### config.mk
export PLATFORM = sky130hd
export DESIGN_NAME = wpg_gate
export DESIGN_NICKNAME = d
export VERILOG_FILES = /design/src/wpg_sync.sv /design/src/wpg_gate.sv
export SDC_FILE = /design/constraint.sdc
export NUM_CORES = 1
export LEC_CHECK = 0
export ABC_AREA = 1
export BUFFER_PORTS_ARGS = -buffer_cell sky130_fd_sc_hd__buf_2
export CAP_MARGIN = 20
export CORE_MARGIN = 5
export CORE_UTILIZATION = 51
export CTS_CLUSTER_SIZE = 8
export DETAILED_ROUTE_END_ITERATION = 10
export GPL_TIMING_DRIVEN = 0
export MAX_ROUTING_LAYER = met4
export PLACE_DENSITY = 0.9
export SYNTH_ARGS = -nofsm -noshare
export SYNTH_HDL_FRONTEND = slang
export SYNTH_SLANG_ARGS = --single-unit
### constraint.sdc
create_clock -name clk -period 2.09 [get_ports clk]
set_input_delay 0 -clock clk [delete_from_list [all_inputs] [get_ports clk]]
set_output_delay 0 -clock clk [all_outputs]
set_load 0.005 [all_outputs]
### src/wpg_sync.sv
// wpg_pkg: shared constants for the write permission gate
// wpg_sync: two-stage synchroniser for pins from outside the clk domain
// assumes clk at 125 MHz and an asynchronous active-high reset
`timescale 1ns/100ps
`default_nettype none

package wpg_pkg;
  // clock and timing
  localparam int unsigned CLK_PERIOD_NS    = 8;
  localparam int unsigned CLK_MHZ          = 125;
  localparam int unsigned STOP_IDLE_NS     = 200;
  localparam int unsigned STOP_IDLE_CYCLES = (STOP_IDLE_NS + CLK_PERIOD_NS - 1) / CLK_PERIOD_NS;
  localparam int unsigned NV_WRITE_TIME_MS = 10;
  localparam int unsigned NV_WRITE_CYCLES  = NV_WRITE_TIME_MS * 1000 * CLK_MHZ;
  localparam int unsigned TIMER_W          = 21;
  // two-wire framing
  localparam logic [3:0] ADDR_PHASE_CLOCKS = 4'h9;
  localparam logic [3:0] BITS_PER_FRAME    = 4'h9;
  // lock region thresholds
  localparam logic [7:0] LOCK_QUARTER_BASE = 8'hc0;
  localparam logic [7:0] LOCK_HALF_BASE    = 8'h80;
  // avalon register map, byte addresses
  localparam logic [3:0] REG_CTRL_ADDR   = 4'h0;
  localparam logic [3:0] REG_STATUS_ADDR = 4'h4;
  // ctrl fields
  localparam int unsigned CTRL_WEL_BIT  = 0;
  localparam int unsigned CTRL_LOCK_LO  = 1;
  localparam int unsigned CTRL_LOCK_HI  = 2;
  localparam logic [2:0]  CTRL_RESET    = 3'h0;
  // status fields
  localparam int unsigned STAT_ACTIVE_BIT  = 0;
  localparam int unsigned STAT_HV_BIT      = 1;
  localparam int unsigned STAT_WP_BIT      = 2;
  localparam int unsigned STAT_REFUSED_BIT = 3;
  // write request kinds from the protocol engine
  typedef enum logic [2:0] {
    WPG_WIPER_VOL,
    WPG_WIPER_NV,
    WPG_EEPROM,
    WPG_CTRL_VOL,
    WPG_CTRL_NV
  } wpg_kind_type;
endpackage

module wpg_sync
(
  input  wire logic clk,
  input  wire logic rst,
  input  wire logic din,
  output var  logic dout
);
  logic meta_r;

  always_ff @(posedge clk or posedge rst)
  begin
    if (rst)
    begin
      meta_r <= 1'b0;
      dout   <= 1'b0;
    end
    else
    begin
      meta_r <= din;
      dout   <= meta_r;
    end
  end
endmodule

`default_nettype wire

### src/wpg_gate.sv
// write permission and active/standby gating for the serial memory device
// assumes a protocol engine on clk that presents write requests and an
// address-match pulse; scl, sda and wp pins arrive asynchronously
`timescale 1ns/100ps
`default_nettype none

// Notes on behaviour
// - nv write only with whole frames before stop
// - locks refuse wiper writes; nv needs wp low
// - wp high refuses eeprom; else outside lock region
// - ctrl volatile always; ctrl nv needs wp low
// - start wakes; mismatch sleeps nine clocks later
// - standby 200ns after non-launching stop
// - launching stop keeps active through write time
// - every write refused unless enable latch set
// - lock bits select protected eeprom region
module wpg_gate
#(
  parameter int unsigned NV_WRITE_CYCLES = wpg_pkg::NV_WRITE_CYCLES
)
(
  input  wire logic                  clk,
  input  wire logic                  rst,
  input  wire logic                  scl_pin,
  input  wire logic                  sda_pin,
  input  wire logic                  wp_pin,
  input  wire logic                  addr_match,
  input  wire logic                  req_valid,
  input  wire wpg_pkg::wpg_kind_type req_kind,
  input  wire logic [7:0]            req_addr,
  input  wire logic [7:0]            req_data,
  output var  logic                  req_grant_r,
  output var  logic                  req_refuse_r,
  output var  logic                  active_r,
  output var  logic                  hv_start_r,
  output var  logic                  hv_busy_r,
  output var  logic                  wel_r,
  output var  logic [1:0]            lock_r,
  input  wire logic [3:0]            avs_address,
  input  wire logic                  avs_read,
  input  wire logic                  avs_write,
  input  wire logic [31:0]           avs_writedata,
  output var  logic [31:0]           avs_readdata,
  output var  logic                  avs_waitrequest
);

  typedef enum logic [2:0] {
    ST_STANDBY,
    ST_ADDR,
    ST_SELECTED,
    ST_LINGER,
    ST_HV
  } wpg_state_type;

  localparam logic [wpg_pkg::TIMER_W-1:0] HV_LOAD =
    wpg_pkg::TIMER_W'(NV_WRITE_CYCLES - 1);
  localparam logic [wpg_pkg::TIMER_W-1:0] LINGER_LOAD =
    wpg_pkg::TIMER_W'(wpg_pkg::STOP_IDLE_CYCLES - 1);

  ////////////////////////////////////////////////////////////////////////////
  // pin synchronisers and start/stop detection

  logic scl_s;
  logic sda_s;
  logic wp_s;
  logic scl_prev_r;
  logic sda_prev_r;
  logic start_det;
  logic stop_det;
  logic scl_rise;

  wpg_sync u_sync_scl (.clk(clk), .rst(rst), .din(scl_pin), .dout(scl_s));
  wpg_sync u_sync_sda (.clk(clk), .rst(rst), .din(sda_pin), .dout(sda_s));
  wpg_sync u_sync_wp  (.clk(clk), .rst(rst), .din(wp_pin),  .dout(wp_s));

  always_ff @(posedge clk or posedge rst)
  begin
    if (rst)
    begin
      scl_prev_r <= 1'b0;
      sda_prev_r <= 1'b0;
    end
    else
    begin
      scl_prev_r <= scl_s;
      sda_prev_r <= sda_s;
    end
  end

  assign start_det = scl_s && scl_prev_r && sda_prev_r && !sda_s;
  assign stop_det  = scl_s && scl_prev_r && !sda_prev_r && sda_s;
  assign scl_rise  = scl_s && !scl_prev_r;

  ////////////////////////////////////////////////////////////////////////////
  // permission decision

  logic wp_smp_r;
  logic wp_smp_nxt;
  logic nv_pend_r;
  logic nv_pend_nxt;
  logic refused_r;
  logic refused_nxt;
  logic grant_nxt;
  logic refuse_nxt;
  logic in_lock;
  logic allow;
  logic is_nv;
  logic wel_nxt;
  logic [1:0] lock_nxt;
  logic bus_ctrl_wr;

  always_comb
  begin
    unique case (lock_r)
      2'b00: in_lock = 1'b0;
      2'b01: in_lock = req_addr >= wpg_pkg::LOCK_QUARTER_BASE;
      2'b10: in_lock = req_addr >= wpg_pkg::LOCK_HALF_BASE;
      2'b11: in_lock = 1'b1;
    endcase
    unique case (req_kind)
      wpg_pkg::WPG_WIPER_VOL: allow = lock_r == 2'b00;
      wpg_pkg::WPG_WIPER_NV:  allow = lock_r == 2'b00 && !wp_smp_r;
      wpg_pkg::WPG_EEPROM:    allow = !wp_smp_r && !in_lock;
      wpg_pkg::WPG_CTRL_VOL:  allow = 1'b1;
      wpg_pkg::WPG_CTRL_NV:   allow = !wp_smp_r;
      default:                allow = 1'b0;
    endcase
    is_nv = req_kind == wpg_pkg::WPG_WIPER_NV || req_kind == wpg_pkg::WPG_EEPROM
            || req_kind == wpg_pkg::WPG_CTRL_NV;
    grant_nxt  = req_valid && wel_r && allow;
    refuse_nxt = req_valid && !(wel_r && allow);
    // wp level captured once per transaction, at the address match
    wp_smp_nxt = addr_match ? wp_s : wp_smp_r;
    refused_nxt = refuse_nxt ? 1'b1 : (grant_nxt ? 1'b0 : refused_r);
    nv_pend_nxt = nv_pend_r;
    if (start_det)
      nv_pend_nxt = 1'b0;
    if (grant_nxt && is_nv)
      nv_pend_nxt = 1'b1;
    bus_ctrl_wr = avs_write && !avs_waitrequest && avs_address == wpg_pkg::REG_CTRL_ADDR;
    wel_nxt  = wel_r;
    lock_nxt = lock_r;
    // a granted volatile control write sets wel over a bus write in the same cycle; lock keeps the bus value
    if (bus_ctrl_wr)
    begin
      wel_nxt  = avs_writedata[wpg_pkg::CTRL_WEL_BIT];
      lock_nxt = avs_writedata[wpg_pkg::CTRL_LOCK_HI:wpg_pkg::CTRL_LOCK_LO];
    end
    if (grant_nxt && req_kind == wpg_pkg::WPG_CTRL_VOL)
      wel_nxt = req_data[wpg_pkg::CTRL_WEL_BIT];
  end

  always_ff @(posedge clk or posedge rst)
  begin
    if (rst)
    begin
      wp_smp_r     <= 1'b0;
      nv_pend_r    <= 1'b0;
      refused_r    <= 1'b0;
      req_grant_r  <= 1'b0;
      req_refuse_r <= 1'b0;
      wel_r        <= wpg_pkg::CTRL_RESET[wpg_pkg::CTRL_WEL_BIT];
      lock_r       <= wpg_pkg::CTRL_RESET[wpg_pkg::CTRL_LOCK_HI:wpg_pkg::CTRL_LOCK_LO];
    end
    else
    begin
      wp_smp_r     <= wp_smp_nxt;
      nv_pend_r    <= nv_pend_nxt;
      refused_r    <= refused_nxt;
      req_grant_r  <= grant_nxt;
      req_refuse_r <= refuse_nxt;
      wel_r        <= wel_nxt;
      lock_r       <= lock_nxt;
    end
  end

  ////////////////////////////////////////////////////////////////////////////
  // active / standby sequencing

  wpg_state_type state_r;
  wpg_state_type state_nxt;
  logic [3:0] clk_cnt_r;
  logic [3:0] clk_cnt_nxt;
  logic [3:0] bit_mod_r;
  logic [3:0] bit_mod_nxt;
  logic [wpg_pkg::TIMER_W-1:0] timer_r;
  logic [wpg_pkg::TIMER_W-1:0] timer_nxt;
  logic hv_start_nxt;
  logic frame_ok;

  always_comb
  begin
    state_nxt    = state_r;
    clk_cnt_nxt  = clk_cnt_r;
    bit_mod_nxt  = bit_mod_r;
    timer_nxt    = timer_r;
    hv_start_nxt = 1'b0;
    // the stop's own scl rise lands one past a byte-plus-ack boundary,
    // so a clean frame shows a remainder of one at the stop
    frame_ok = nv_pend_r && bit_mod_r == 4'h1;
    if (scl_rise)
    begin
      if (clk_cnt_r != wpg_pkg::ADDR_PHASE_CLOCKS)
        clk_cnt_nxt = clk_cnt_r + 4'h1;
      bit_mod_nxt = (bit_mod_r == wpg_pkg::BITS_PER_FRAME - 4'h1) ? 4'h0 : bit_mod_r + 4'h1;
    end
    if (timer_r != '0)
      timer_nxt = timer_r - wpg_pkg::TIMER_W'(1);
    unique case (state_r)
      ST_STANDBY, ST_LINGER, ST_ADDR, ST_SELECTED:
      begin
        if (state_r == ST_LINGER && timer_r == '0)
          state_nxt = ST_STANDBY;
        if (state_r == ST_ADDR && addr_match)
          state_nxt = ST_SELECTED;
        else if (state_r == ST_ADDR && clk_cnt_r == wpg_pkg::ADDR_PHASE_CLOCKS)
          state_nxt = ST_STANDBY;
        if ((state_r == ST_ADDR || state_r == ST_SELECTED) && stop_det)
        begin
          if (frame_ok)
          begin
            state_nxt    = ST_HV;
            timer_nxt    = HV_LOAD;
            hv_start_nxt = 1'b1;
          end
          else
          begin
            state_nxt = ST_LINGER;
            timer_nxt = LINGER_LOAD;
          end
        end
        if (start_det)
        begin
          state_nxt   = ST_ADDR;
          clk_cnt_nxt = 4'h0;
          bit_mod_nxt = 4'h0;
        end
      end
      ST_HV:
      begin
        // bus traffic is ignored until the internal write ends
        if (timer_r == '0)
          state_nxt = ST_STANDBY;
      end
    endcase
  end

  always_ff @(posedge clk or posedge rst)
  begin
    if (rst)
    begin
      state_r    <= ST_STANDBY;
      clk_cnt_r  <= 4'h0;
      bit_mod_r  <= 4'h0;
      timer_r    <= '0;
      hv_start_r <= 1'b0;
      hv_busy_r  <= 1'b0;
      active_r   <= 1'b0;
    end
    else
    begin
      state_r    <= state_nxt;
      clk_cnt_r  <= clk_cnt_nxt;
      bit_mod_r  <= bit_mod_nxt;
      timer_r    <= timer_nxt;
      hv_start_r <= hv_start_nxt;
      hv_busy_r  <= state_nxt == ST_HV;
      active_r   <= state_nxt != ST_STANDBY;
    end
  end

  ////////////////////////////////////////////////////////////////////////////
  // avalon slave: one wait cycle, then answer

  logic        wait_nxt;
  logic [31:0] rdata_nxt;

  always_comb
  begin
    wait_nxt  = 1'b1;
    rdata_nxt = avs_readdata;
    if ((avs_read || avs_write) && avs_waitrequest)
    begin
      wait_nxt  = 1'b0;
      rdata_nxt = 32'h0;
      if (avs_read && avs_address == wpg_pkg::REG_CTRL_ADDR)
      begin
        rdata_nxt[wpg_pkg::CTRL_WEL_BIT] = wel_r;
        rdata_nxt[wpg_pkg::CTRL_LOCK_HI:wpg_pkg::CTRL_LOCK_LO] = lock_r;
      end
      else if (avs_read && avs_address == wpg_pkg::REG_STATUS_ADDR)
      begin
        rdata_nxt[wpg_pkg::STAT_ACTIVE_BIT]  = active_r;
        rdata_nxt[wpg_pkg::STAT_HV_BIT]      = hv_busy_r;
        rdata_nxt[wpg_pkg::STAT_WP_BIT]      = wp_smp_r;
        rdata_nxt[wpg_pkg::STAT_REFUSED_BIT] = refused_r;
      end
    end
  end

  always_ff @(posedge clk or posedge rst)
  begin
    if (rst)
    begin
      avs_waitrequest <= 1'b1;
      avs_readdata    <= 32'h0;
    end
    else
    begin
      avs_waitrequest <= wait_nxt;
      avs_readdata    <= rdata_nxt;
    end
  end

endmodule

`default_nettype wire

# Yosys cells after proc, flatten, opt, wreduce, memory -nomap -nowiden
# Index checks and enable logic that the tools add are counted.
# totals
ff_bits,56
input_bits,64
output_inout_bits,41
word_cells,127
# op_classes
add_sub_neg,3
n_lt_le_gt_ge,2
eq_ne,17
muxes,35
n_reduce_logical,46
# ops
operator,n
two-way mux 21 bit,4
two-way mux 4 bit,9
logical AND 1 bit,24
two-way mux 3 bit,8
zero test 21 bit,1
nonzero test 21 bit,1
subtractor 21 x 1 -> 21 bit (second input constant),1
>= comparator 8 bit (second input constant),2
equality test 3 x 2 -> 1 bit (second input constant),4
two-way mux 1 bit,11
equality test 3 bit (second input constant),3
adder 4 x 1 -> 4 bit (second input constant),2
equality test 4 bit (second input constant),2
zero test 1 bit,7
equality test 3 x 1 -> 1 bit (second input constant),2
zero test 3 bit,2
one-hot mux 3 bit (2 select lines),1
nonzero test 2 bit,3
one-hot mux 1 bit (5 select lines),1
equality test 2 bit (second input constant),2
equality test 4 x 1 -> 1 bit (second input constant),1
equality test 4 x 3 -> 1 bit (second input constant),1
zero test 4 bit,1
logical OR 1 bit,4
other kinds (6),6

# Longest topological paths before layout
# logic_depth
ltp_word,9
mapped_depth,12
mapped_depth_nobuf,12

# Cells and area by module
# Synthesis repeated with hierarchy kept, for this count alone.
# hier_totals
hier_cells,390
hier_area_um2,3183.1
# modules_own_cells
mod,instances,cells_per_inst,area_per_inst_um2,seq_area_each_um2
wpg_gate,1,381,3021.6,1252.5
wpg_sync,3,3,53.8,50.0

# Least setup slack after synthesis
# Ideal clock, no wire load.
# synth_timing
kind,register -> register
start,reg timer_r[0] in the netlist's numbering
end,reg timer_r[0] in the netlist's numbering
setup_ns,0.130
arrival_time_ns,1.431
t_required_ns,1.960
slack_ns,0.529
stages_incl_launch_ff,9
path_buffers,0
synth_period_minus_slack_ns,1.561
path_cell_list,dfrtp_1 > inv_1 > ha_1 > nand2_4 > nor2_4 > nand3_2 > xor2_1 > nand2_1 > nand2_1
# synth_via
elab_chain_cells,4
elab_cells_between_ends,5
classes_between,add/sub: 1; mux: 3; reduce/logical: 1
# synth_rtl
element,line_no,source
from (decl),wpg_gate.sv:186,logic [wpg_pkg::TIMER_W-1:0] timer_r;
from (signal assigned),wpg_gate.sv:265,timer_r <= timer_nxt;
subtractor 21 x 1 -> 21 bit / nonzero test 21 bit (equally long branches),"wpg_gate.sv:208, wpg_gate.sv:207",
two-way mux 21 bit *,wpg_gate.sv:207,if (timer_r != '0)
two-way mux 21 bit,wpg_gate.sv:218,if ((state_r == ST_ADDR || state_r == ST_SELECTED) && stop_det)
two-way mux 21 bit *,wpg_gate.sv:209,unique case (state_r)
named net timer_nxt (one bit),wpg_gate.sv:187,logic [wpg_pkg::TIMER_W-1:0] timer_nxt;
# Mark *: on every way through the listed nets, which the timed path passes. The rest lies on a longest branch.
# A chain may end at the register's enable or synchronous reset.

# Worst setup path after layout
# layout_timing
start,reg timer_r[0] in the netlist's numbering
end,reg hv_busy_r
# layout_via
elab_chain_cells,9
elab_cells_between_ends,10
classes_between,eq/ne: 1; mux: 7; reduce/logical: 2
# layout_rtl
element,line_no,source
zero test 21 bit *,"wpg_gate.sv:212, wpg_gate.sv:242",
logical AND 1 bit,wpg_gate.sv:212,if (state_r == ST_LINGER && timer_r == '0)
two-way mux 3 bit,wpg_gate.sv:212,
two-way mux 3 bit,wpg_gate.sv:216,else if (state_r == ST_ADDR && clk_cnt_r == wpg_pkg::ADDR_PHASE_CLOCKS)
two-way mux 3 bit,wpg_gate.sv:214,if (state_r == ST_ADDR && addr_match)
two-way mux 3 bit,wpg_gate.sv:218,
two-way mux 3 bit,wpg_gate.sv:232,if (start_det)
one-hot mux 3 bit (2 select lines) *,wpg_gate.sv:209,
equality test 3 bit *,wpg_gate.sv:267,hv_busy_r <= state_nxt == ST_HV;
to (signal assigned),wpg_gate.sv:257,hv_busy_r <= 1'b0;
to (signal assigned),wpg_gate.sv:267,
to (decl),wpg_gate.sv:36,"output var logic hv_busy_r,"
# Every way passes the cells marked *; elsewhere a longest branch is shown, timed or not.

==> summary.md <==
| Metric | Value |
|---|---|
| Average size of a mapped cell | `8.13 sq um` |
| Relative slew slack | `about three fifths` |
| Drt via density | `4.92` |
| WP data required | `2340 ps` |
| Largest net degree at the start of global routing | `32` |
| Busiest grt layer | `met2` |
| CTS root buffer | `clkbuf_8` |
| Starting DRC count in detailed routing | `189` |
| Post-Syn Area | `0.00315 sq mm` |
| Placed Area | `0.00353 sq mm` |
| FF-to-FF Start | `timer_r[0]` |
| CP endpoint kind | `flip-flop` |
| Hold wc startpoint | `req_kind[2]` |
| Ys flop type | `dfrtp_1` |
| Initial Utilization | `52.9%` |
| Slowest cell on crit path | `dfrtp_1` |
| Min cycle time layout | `1920 ps` |
| Max Slew Vio Count | `0` |
| Setup CP Type | `flip-flop to flip-flop` |
| Setup violators final | `0` |
| Worst Setup SP | `timer_r[0]` |
| Crit-path most repeated cell | `nand2_1` |
| Later-pin clock latency in the skew report | `320 ps` |
| CTS tree | `yes` |
| Worst vdd ir | `between 300 and 400 uV` |
| Drt pass-1 iters | `5` |
| Worst setup SP type | `flip-flop` |
| Number of hold buffers added after cts | `11` |
| Vias in the first global route | `2651` |
| Fmax | `521 MHz` |
| Post-synth EDFFs | `0` |
| Worst slew pin tran | `572 ps` |
| Clk pin slew, worst setup/hold paths | `about 100 ps` |
| Final Instance Area | `around 0.0037 sq mm` |
| Detail Route Antenna Nets | `0` |
| Row Count | `28` |
| Post-synthesis register bit count | `56` |
| Yosys cell types | `38` |
| Ys async rst share | `100%` |
| Antenna cell count | `0` |
| Multi-input logic area | `0.00142 sq mm` |
| Hold Vio Cnt, Final | `0` |
| Vias | `2669` |
| CP max FO | `5` |
| Wire per inst | `12.8 microns` |
| Clock Sinks | `56` |
| Leak | `just over 2 nW` |
| CP max stage delay | `450 ps` |
| Die area | `about 0.008 sq mm` |
| Most frequent cells in the layout | `81 x nand2_1, 55 x dfrtp_1, 50 x inv_1` |
| CTS Buf Count | `5` |
| GRT Resource Usage Total | `19.2%` |
| Layout cell share with drive strength beyond 1 | `21.2%` |
| Setup TNS | `0 ps` |
| Area Overhead vs Synth | `18.7%` |
| Met2 usage | `33.4%` |
| WP buf/inv | `1` |
| GRT overflow | `0` |
| Max-cap violations | `0` |
| Residual DRC | `0` |
| Worst EP arrival | `about 2200 ps` |
| CTS max path bufs | `2` |
| H-tree depth | `2` |
| I/O Buffers | `34` |
| Final GP Congestion | `0.905` |
| Post-CTS Setup Bufs | `0` |
| CTS resizes | `0` |
| Most common cell after layout, fill and taps aside | `nand2_1` |
| Initial antenna violation count | `0` |
| CP delay by family, top | `simple AND/OR/NAND/NOR gates` |
| Die Wd | `between 80 and 90 microns` |
| Hpwl dp | `5.27 mm` |
| First-pass GRT wire length | `11.5 mm` |
| PwrDens | `around 990 mW/mm^2` |
| Register area share after synthesis | `44.6%` |
| Crit path cell chain | `inv_1 > ha_1 > nand3_1 > nor2_1 > nand4_1 > nand2_1 > nand2_1 > nand2_2 > nand2_1 > nor2_1` |
| Outcome | `finished clean` |
| Clock Skews | `11.9 ps` |
| Synth warn | `0` |
| Total Wirelength | `6.93 mm` |
| Grt met1 use | `21.9%` |
| RSZ-0062 raised after global routing | `false` |
| Fin nets | `approximately 540` |
| Sequential standard cell area | `~0.0014 sq mm` |
| Core area | `roughly 0.006 sq mm` |
| Io pins | `105` |
| Met3 Use GR | `3.82%` |
| Die height | `88.6 microns` |
| Synth Instances | `387` |
| Fill cells | `513` |
| Type of the most critical hold path | `primary input to flip-flop` |
| Fin crit share | `91.9%` |
==> synthesized netlist by cell type, drive strengths merged, types with 3 or more instances <==
library cell,count,area (sq um)
ha,6,75.1
nand2,86,340
xor2,11,96.3
xnor2,8,70.1
nor3,14,70.1
inv,54,203
o21ai,12,63.8
dfrtp,55,1380
a21oi,9,45.0
o21a,4,30.0
nand4,8,50.1
o31ai,3,22.5
o221ai,3,26.3
nand3,26,145
nor2,43,191
buf,30,220
==> metal layers <==
metal,wire length [microns],vias to the layer above
met5,0,-
met4,172,0
met2,3580,84
met3,470,18
li1,-,1322
met1,2710,1245
==> registers in the layout, summed over array words and instances, names as in the netlist, 2 cells and up <==
register      count
avs_readdata      4
lock_r            2
bit_mod_r         4
timer_r          21
clk_cnt_r         4
state_r           3
==> where the power goes <==
part	leakage, nW	internal, W	switching [W]
clock network	0.0510	0.000265	0.000342
registers	0.678	0.00141	0.000307
logic	1.29	0.000557	0.000809
total	2.02	0.00223	0.00146
==> final timing paths <==
check | end | slack [ps] | depth (start not counted)
worst min-delay path | req_grant_r | 60 | 3
worst min register to register | u_sync_scl.dout | 350 | 0
worst max register to register | hv_busy_r | 170 | 10
min in group asynchronous | avs_readdata[2] | 280 | 3
worst max-delay path | hv_busy_r | 170 | 10
max in group asynchronous | timer_r[2] | 1240 | 4
==> cells by family after synthesis <==
| family | Yosys count | synth area share (%) |
|---|---|---|
| AOI/OAI and AO/OA | 34 | 6.68 |
| adders and majority gates | 6 | 2.38 |
| xor gates and xnor gates | 19 | 5.29 |
| DFF | 56 | 44.6 |
| and+or+nand+nor | 185 | 27.3 |
| buffers and inverters | 86 | 13.7 |
| other | 1 | 0.119 |
==> area by class of cell <==
class	count	area share (%)
buffer	31	5.99
clock buffer	6	2.21
clock inverter	2	0.268
inverter	55	5.56
tap	75	2.51
multi-input combinational	272	37.9
timing repair buffer	46	8.04
sequential	56	37.5
==> worst min-delay path: stages <==
cell     delay [ps]
buf_2           120
nand3_1         110
a21oi_1         110
==> per-stage QoR <==
stage	power, W	std cells	util (%)	hold slack, ps	worst slack (ps)
6_report	0.00369	543	62.7	64.6	170
2_1_floorplan	0.00271	414	-	31.4	529
3_3_place_gp	0.00299	523	59.0	109	50.4
4_1_cts	0.00369	543	62.7	21.7	182
5_1_grt	0.00398	543	62.7	71.5	7.86
3_5_place_dp	0.00307	524	59.3	91.9	199
Note: power is estimated with default switching activity, not from simulation.
